===== src/phase_gen_pkg.sv =====
// Constants shared by the redundant 400 Hz phase generator
package phase_gen_pkg;
   // Clock and frequency plan
   localparam int unsigned CLK_HZ      = 50_000_000;
   localparam int unsigned MASTER_HZ   = 19_200;
   // Prescaler toggles the master square wave, so it counts half periods (rounded down)
   localparam int unsigned PRESCALE    = CLK_HZ / (2 * MASTER_HZ);
   localparam logic [10:0] PRE_LAST    = 11'(PRESCALE - 1);
   // Johnson counter lengths: a ring of n flip-flops divides by 2n
   localparam int unsigned DIV4_LEN    = 2;
   localparam int unsigned DIV10_LEN   = 5;
   localparam int unsigned DIV12_LEN   = 6;
   localparam int unsigned CYC_LEN     = 6;
   // 4.8 kHz periods without a channel A 400 Hz edge before loss is declared
   localparam logic [3:0]  LOSS_TICKS  = 4'h8;
   // Reset values
   localparam logic [5:0]  RING_RESET  = 6'h00;
   localparam logic [3:0]  LOSS_RESET  = 4'h0;
   // The 4.8 kHz output rises on this counter state going to 2'b11
   localparam logic [1:0]  DIV4_PRE_RISE = 2'h1;
   typedef enum logic [1:0] {
      SEL_A = 2'b01,
      SEL_B = 2'b10
   } sel_state_t;
endpackage


===== src/phase_gen.sv =====
// Redundant 400 Hz six-phase generator with reference dividers and channel selector
`timescale 1ns/1ns
module phase_gen (
   // Clock and reset
   input  wire logic       clk,
   input  wire logic       rst,
   // Test pin that stalls channel A's oscillator
   input  wire logic       a_fail_inject,
   // Power amplifier channel drives
   output logic [5:0]      phase_p,
   output logic [5:0]      phase_n,
   // Reference square waves
   output logic            master_sq,
   output logic            ref_4k8,
   output logic            ref_1k92,
   output logic            ref_1k6,
   output logic            reg_amp_4k8,
   // Selector state
   output logic            on_chan_b
);
   function automatic logic [5:0] johnson_next(input logic [5:0] q, input int unsigned n);
      logic [5:0] nx;
      nx = 6'h00;
      for (int i = 0; i < 6; i++) begin
         if (i == 0) begin
            nx[i] = ~q[n - 1];
         end else if (i < n) begin
            nx[i] = q[i - 1];
         end
      end
      return nx;
   endfunction

   // Legal Johnson states have at most one boundary between ones and zeros
   function automatic logic ring_legal(input logic [5:0] q);
      int unsigned edges;
      edges = 0;
      for (int i = 0; i < 5; i++) begin
         if (q[i] != q[i + 1]) begin
            edges++;
         end
      end
      return edges <= 1;
   endfunction

   logic [1:0] fail_sync_reg;
   logic [1:0] run;

   // Two-stage synchroniser; only the second stage is read
   always_ff @(posedge clk) begin
      if (rst) begin
         fail_sync_reg <= 2'h0;
      end else begin
         fail_sync_reg <= {fail_sync_reg[0], a_fail_inject};
      end
   end

   assign run = {1'b1, ~fail_sync_reg[1]};

   genvar g;
   for (g = 0; g < 2; g++) begin : ch
      logic [10:0] pre_reg;
      logic        msq_reg;
      logic [5:0]  div4_reg;
      logic [5:0]  div10_reg;
      logic [5:0]  div12_reg;
      logic [5:0]  cyc_reg;
      logic        tick;
      logic        mtick;
      logic        cyc_tick;

      assign tick     = run[g] && (pre_reg == phase_gen_pkg::PRE_LAST);
      assign mtick    = tick && !msq_reg;
      assign cyc_tick = mtick && (div4_reg[1:0] == phase_gen_pkg::DIV4_PRE_RISE);

      // Crystal prescaler to the master half period
      always_ff @(posedge clk) begin
         if (rst) begin
            pre_reg <= 11'h000;
         end else if (tick) begin
            pre_reg <= 11'h000;
         end else if (run[g]) begin
            pre_reg <= pre_reg + 11'h001;
         end
      end

      // Master square wave
      always_ff @(posedge clk) begin
         if (rst) begin
            msq_reg <= 1'b0;
         end else if (tick) begin
            msq_reg <= ~msq_reg;
         end
      end

      // Reference dividers, all stepped by the master rising edge
      always_ff @(posedge clk) begin
         if (rst) begin
            div4_reg  <= phase_gen_pkg::RING_RESET;
            div10_reg <= phase_gen_pkg::RING_RESET;
            div12_reg <= phase_gen_pkg::RING_RESET;
         end else if (mtick) begin
            div4_reg  <= johnson_next(div4_reg, phase_gen_pkg::DIV4_LEN);
            div10_reg <= johnson_next(div10_reg, phase_gen_pkg::DIV10_LEN);
            div12_reg <= johnson_next(div12_reg, phase_gen_pkg::DIV12_LEN);
         end
      end

      // Cyclic register: twelve-state ring, one state per 30 degrees
      always_ff @(posedge clk) begin
         if (rst) begin
            cyc_reg <= phase_gen_pkg::RING_RESET;
         end else if (cyc_tick) begin
            cyc_reg <= johnson_next(cyc_reg, phase_gen_pkg::CYC_LEN);
         end
      end
   end

   // Channel A loss monitor, timed by channel B's 4.8 kHz clock
   logic                      a400_prev_reg;
   logic                      a_edge;
   logic [3:0]                loss_cnt_reg;
   logic                      loss;
   phase_gen_pkg::sel_state_t sel_reg;
   phase_gen_pkg::sel_state_t sel_next;

   assign a_edge = ch[0].cyc_reg[0] != a400_prev_reg;
   assign loss   = loss_cnt_reg == phase_gen_pkg::LOSS_TICKS;

   always_ff @(posedge clk) begin
      if (rst) begin
         a400_prev_reg <= 1'b0;
      end else begin
         a400_prev_reg <= ch[0].cyc_reg[0];
      end
   end

   // An edge in the same cycle as a B tick restarts the count: the edge wins
   always_ff @(posedge clk) begin
      if (rst) begin
         loss_cnt_reg <= phase_gen_pkg::LOSS_RESET;
      end else if (a_edge) begin
         loss_cnt_reg <= phase_gen_pkg::LOSS_RESET;
      end else if (ch[1].cyc_tick && !loss) begin
         loss_cnt_reg <= loss_cnt_reg + 4'h1;
      end
   end

   always_comb begin
      sel_next = sel_reg;
      case (sel_reg)
         phase_gen_pkg::SEL_A: begin
            if (loss) begin
               sel_next = phase_gen_pkg::SEL_B;
            end
         end
         phase_gen_pkg::SEL_B: begin
            sel_next = phase_gen_pkg::SEL_B;
         end
         default: begin
            sel_next = phase_gen_pkg::SEL_B;
         end
      endcase
   end

   always_ff @(posedge clk) begin
      if (rst) begin
         sel_reg <= phase_gen_pkg::SEL_A;
      end else begin
         sel_reg <= sel_next;
      end
   end

   // Output buffers take the selected channel; a switch jumps straight to channel B's ring state with no phase realignment
   logic use_b;
   assign use_b = sel_reg == phase_gen_pkg::SEL_B;

   always_ff @(posedge clk) begin
      if (rst) begin
         phase_p <= 6'h00;
         phase_n <= 6'h3F;
      end else begin
         phase_p <= use_b ? ch[1].cyc_reg : ch[0].cyc_reg;
         phase_n <= use_b ? ~ch[1].cyc_reg : ~ch[0].cyc_reg;
      end
   end

   always_ff @(posedge clk) begin
      if (rst) begin
         master_sq   <= 1'b0;
         ref_4k8     <= 1'b0;
         ref_1k92    <= 1'b0;
         ref_1k6     <= 1'b0;
         reg_amp_4k8 <= 1'b0;
         on_chan_b   <= 1'b0;
      end else begin
         master_sq   <= use_b ? ch[1].msq_reg : ch[0].msq_reg;
         ref_4k8     <= use_b ? ch[1].div4_reg[1] : ch[0].div4_reg[1];
         ref_1k92    <= use_b ? ch[1].div10_reg[4] : ch[0].div10_reg[4];
         ref_1k6     <= use_b ? ch[1].div12_reg[5] : ch[0].div12_reg[5];
         reg_amp_4k8 <= use_b ? ch[1].div4_reg[1] : ch[0].div4_reg[1];
         on_chan_b   <= use_b;
      end
   end
endmodule


===== config.mk =====
export PLATFORM = sky130hd
export DESIGN_NAME = phase_gen
export DESIGN_NICKNAME = d
export VERILOG_FILES = /design/src/phase_gen_pkg.sv /design/src/phase_gen.sv
export SDC_FILE = /design/constraint.sdc
export NUM_CORES = 1
export LEC_CHECK = 0
export ABC_CLOCK_PERIOD_IN_PS = 4590
export BUFFER_PORTS_ARGS = -buffer_cell sky130_fd_sc_hd__buf_2
export CORE_ASPECT_RATIO = 0.6
export CORE_MARGIN = 2
export CORE_UTILIZATION = 40
export DETAILED_ROUTE_END_ITERATION = 12
export PLACE_DENSITY = 0.63
export SLEW_MARGIN = 40
export SYNTH_ARGS = -nofsm -noshare
export SYNTH_HDL_FRONTEND = slang
export SYNTH_SLANG_ARGS = --single-unit
export TNS_END_PERCENT = 50

===== constraint.sdc =====
create_clock -name clk -period 4.59 [get_ports clk]
set_input_delay 0.6885 -clock clk [delete_from_list [all_inputs] [get_ports clk]]
set_output_delay 0.6885 -clock clk [all_outputs]
set_load 0.01 [all_outputs]

* Yosys cells after proc, flatten, opt, wreduce, memory -nomap -nowiden
Cells that the tools add are included.
Storage, ports and cells: register bits after elaboration 88, input bits 3, word-level logic and storage cells 68
Cells by class: add/sub/neg operators 3, eq/ne operators 9, muxes and demuxes 8, bitwise logic cells 13, reduce and logical (&&, ||, !) cells 12
Operators with widths (count):
- $add A11 B1 Y11 const B | 2
- $eq A11 B11 Y1 const B | 2
- $mux W6 | 2
- $not A6 Y6 | 2
- $not A1 Y1 | 11
- $eq A2 B1 Y1 const B | 3
- $logic_and A1 B1 Y1 | 6
- $reduce_or A2 Y1 | 3
- $add A4 B1 Y4 const B | 1
- $eq A4 B4 Y1 const B | 1
- $mux W1 | 4
- $mux W2 | 2
- $logic_not A1 Y1 | 3
- $eq A2 B2 Y1 const B | 1
- $ne A2 B2 Y1 const B | 1
- $ne A1 B1 Y1 | 1

* Logic depth before layout (Yosys ltp)
depth after elaboration 4, gate-level depth with buffers 8, mapped depth without buffers 6

* Worst setup path before layout
OpenSTA, ideal clock, no wires.
path kind input to register, start point input rst, end point register ch[0].cyc_reg[1], library setup time 0.128 ns, data arrival time 1.465 ns, data required time 4.462 ns, path slack 2.997 ns, stages on the path 4, path through clkbuf_1 -> buf_2 -> clkbuf_1 -> nor2_1
RTL lines:
- start: declaration | line phase_gen.sv:6 | input wire logic rst,
- end signal: assignment | line phase_gen.sv:112 | cyc_reg <= phase_gen_pkg::RING_RESET;
- end signal: assignment | line phase_gen.sv:114 | cyc_reg <= johnson_next(cyc_reg, phase_gen_pkg::CYC_LEN);
- end: declaration | line phase_gen.sv:67 | logic [5:0] cyc_reg;
No word-level cell between the ends.

* Final worst setup path
start point register ch[0].pre_reg[0], end point register ch[0].div10_reg[2]
On the way: cells in the longest elaborated chain, start to end 3
Ends and longest elaborated chain:
- start: declaration | line phase_gen.sv:62 | logic [10:0] pre_reg;
- start signal: assignment | line phase_gen.sv:83 | pre_reg <= pre_reg + 11'h001;
- $eq A11 B11 Y1 | line phase_gen.sv:72 | assign tick = run[g] && (pre_reg == phase_gen_pkg::PRE_LAST);
- $logic_and A1 B1 Y1 | line phase_gen.sv:72
- $logic_and A1 B1 Y1 | line phase_gen.sv:73 | assign mtick = tick && !msq_reg;
- end signal: assignment | line phase_gen.sv:100 | div10_reg <= phase_gen_pkg::RING_RESET;
- end signal: assignment | line phase_gen.sv:104 | div10_reg <= johnson_next(div10_reg, phase_gen_pkg::DIV10_LEN);
- end: declaration | line phase_gen.sv:65 | logic [5:0] div10_reg;
No other way between the ends. A chain may end at the register's enable or synchronous reset.

==> summary.md <==
| Metric | Value |
|---|---|
| Status | `complete, no violations` |
| Synthesized instance count | `347` |
| Area delta synth->final | `11.4%` |
| DRT antenna net count | `0` |
| CTS resizes | `0` |
| Arr. time, crit path | `2.18 ns` |
| HPWL Detailed | `3650 um` |
| Lkg Pwr | `about 0.0015 uW` |
| Max VDD drop | `roughly 0.24 mV` |
| Warnings from Yosys | `0` |
| Worst-Skew Late Latency | `roughly 0.34 ns` |
| Yosys reg bits | `slightly below 90` |
| Vias | `2216` |
| Max Cap Viol | `0` |
| Max-slew headroom | `0.503` |
| Highest net fanout along the worst path | `13` |
| Nets@finish | `370` |
| Setup Crit Path Kind | `register to register` |
| Clock Path Buffers | `2` |
| Die height | `75.6 um` |
| Final wirelength | `approximately 5400 um` |
| Cts bufs inserted | `9` |
| Post-route setup slack | `between 2 and 3 ns` |
| Worst Skew | `roughly 0.0052 ns` |
| Number of max-slew violations in the final report | `0` |
| Post-CTS Setup Bufs | `0` |
| Power Density | `roughly 380 nW/um^2` |
| Seq/Total Area, Yosys | `0.515` |
| Total negative slack | `0 ns` |
| GRT Overall Usage | `0.127` |
| Max reg flops | `22` |
| Hold Violations, Final | `0` |
| Routed vias/inst | `4.64` |
| TritonCTS Sinks | `between 80 and 90` |
| Share of layout cells above drive strength 1 | `0.128` |
| H-tree Lvls | `3` |
| Worst slew pin tran | `0.745 ns` |
| Post-Place Setup Slack | `2.51 ns` |
| Total Die Area | `a little over 9000 sq um` |
| Initial Utilization | `0.407` |
| Reg clk slew, reported paths | `~0.060 ns` |
| Unique cell type count in the Yosys netlist | `38` |
| Worst hold-check path type | `register to register` |
| Initial antenna violation count | `0` |
| Largest net degree at the start of global routing | `just under 60` |
| GP Congestion | `0.771` |
| Residual DRC | `0` |
| Syn Std Cell Area | `~3400 sq um` |
| Crit path launch type | `register` |
| IO Pins | `21` |
| Post-Syn Nets | `356` |
| Drt wl/cell | `between 10 and 15 um` |
| FP Rows | `26` |
| Wire length of the first global-routing pass | `slightly below 9000 um` |
| Hold buffer count at cts | `0` |
| Fin area | `between 3000 and 4000 sq um` |
| CTS tree | `built` |
| Dpl cell area | `approximately 3500 sq um` |
| CP Data Required Time | `approximately 4.8 ns` |
| CP Capture Type | `register` |
| Total grt overflow | `0` |
| F_max | `between 0.5 and 0.6 GHz` |
| Initial DRC Count | `91` |
| Mapped Avg Cell Area | `between 9 and 10 sq um` |
| Final setup vio count | `0` |
| Die span in x | `between 100 and 150 um` |
| Min Tclk post-route | `slightly below 2 ns` |
| Vias in the first global route | `approximately 1900` |
| # fillers | `~840` |
| Ant diodes | `0` |
| Port bufs | `20` |
| Final Cycle Share | `0.431` |
| Core area | `roughly 8400 sq um` |
| RSZ-0062 raised after global routing | `false` |
| DR pass1 iterations | `4` |
| Root buffer cell | `clkbuf_16` |
## metrics by stage
stage	util	std cells	hold slack (ns)	total power [uW]
final	0.454	478	0.436	1460
after global routing	0.454	478	0.463	1520
after CTS	0.454	478	0.438	1490
after detailed placement	0.422	462	0.425	825
after global placement	0.421	462	0.422	824
after floorplan	-	347	0.414	819
## critical path: stages (launching register included)
cell     delay (ns)
dfxtp_1        0.40
ha_1           0.16
and4b_1        0.24
and4b_1        0.71
mux2i_1        0.26
nor2_1         0.06
## cells in the mapped netlist, drive strengths merged
cell type / instances / area (sq um)
nor2b: 4 / 25.0
a31oi: 1 / 6.26
nand4: 6 / 43.8
nand3: 7 / 35.0
a211oi: 2 / 25.0
and4b: 4 / 40.0
nor2: 69 / 264
or3: 1 / 6.26
xor2: 11 / 96.3
ha: 6 / 75.1
nand4b: 4 / 35.0
inv: 17 / 63.8
and4bb: 1 / 12.5
xnor2: 11 / 96.3
nand2b: 5 / 31.3
and3b: 1 / 8.76
buf: 10 / 96.3
a21oi: 13 / 65.1
clkbuf: 7 / 26.3
or2: 7 / 43.8
nand2: 20 / 75.1
and4: 2 / 17.5
nor3b: 3 / 27.5
o22ai: 1 / 6.26
mux2i: 37 / 370
o21ai: 4 / 20.0
nor4b: 1 / 23.8
dfxtp: 88 / 1760
nor3: 3 / 15.0
and3: 1 / 6.26
## layout by cell type, fill, tap and decap left out, types with 4 or more instances in the layout
cell	n
o21ai_0	4
ha_1	6
inv_1	17
nor2_1	67
nand2b_1	5
xnor2_1	11
nand3_1	7
nand4b_1	4
clkbuf_16	9
buf_2	19
nand4_1	5
xor2_1	11
nand2_1	20
or2_2	6
mux2i_1	37
dfxtp_1	88
a21oi_1	13
nor2b_1	4
## layout make-up
cell class	count	area, sq um	share of cell area
Inverter	17	63.8	0.0168
Clock inverter	3	17.5	0.00460
Tap cell	112	140	0.0368
Multi-Input combinational cell	225	1470	0.387
Timing Repair Buffer	20	103	0.0269
Sequential cell	88	1760	0.463
Clock buffer	13	250	0.0657
## final timing paths
kind | startpoint | to | slack (ns) | cells past startpoint
setup / recovery | ch[0].pre_reg[0] | ch[0].div10_reg[2] | 2.61 | 5
hold / removal | fail_sync_reg[0] | fail_sync_reg[1] | 0.44 | 1
setup reg to reg | ch[0].pre_reg[0] | ch[0].div10_reg[2] | 2.61 | 5
hold reg to reg | fail_sync_reg[0] | fail_sync_reg[1] | 0.44 | 1
## where the power goes
part           switching [uW]  internal, uW
Combinational            18.1          10.0
Clock                     275           380
Sequential               7.87           772
## cell families after synthesis
kind of cell,after synthesis,synth area share
AND/OR/NAND/NOR,139,0.208
buffers and inverters,34,0.0545
AO/OA/AOI/OAI,21,0.0359
XOR/XNOR,22,0.0563
multiplexers,37,0.108
flip-flops,88,0.515
adder cells (fa/ha/maj),6,0.0220
## metal layers
metal / GRT usage / wire, um
met5: 0 / 0
met4: 0.0606 / 78
met3: 0.0539 / 236
met2: 0.185 / 2150
met1: 0.164 / 2920
(Power assumes the default switching activity.)
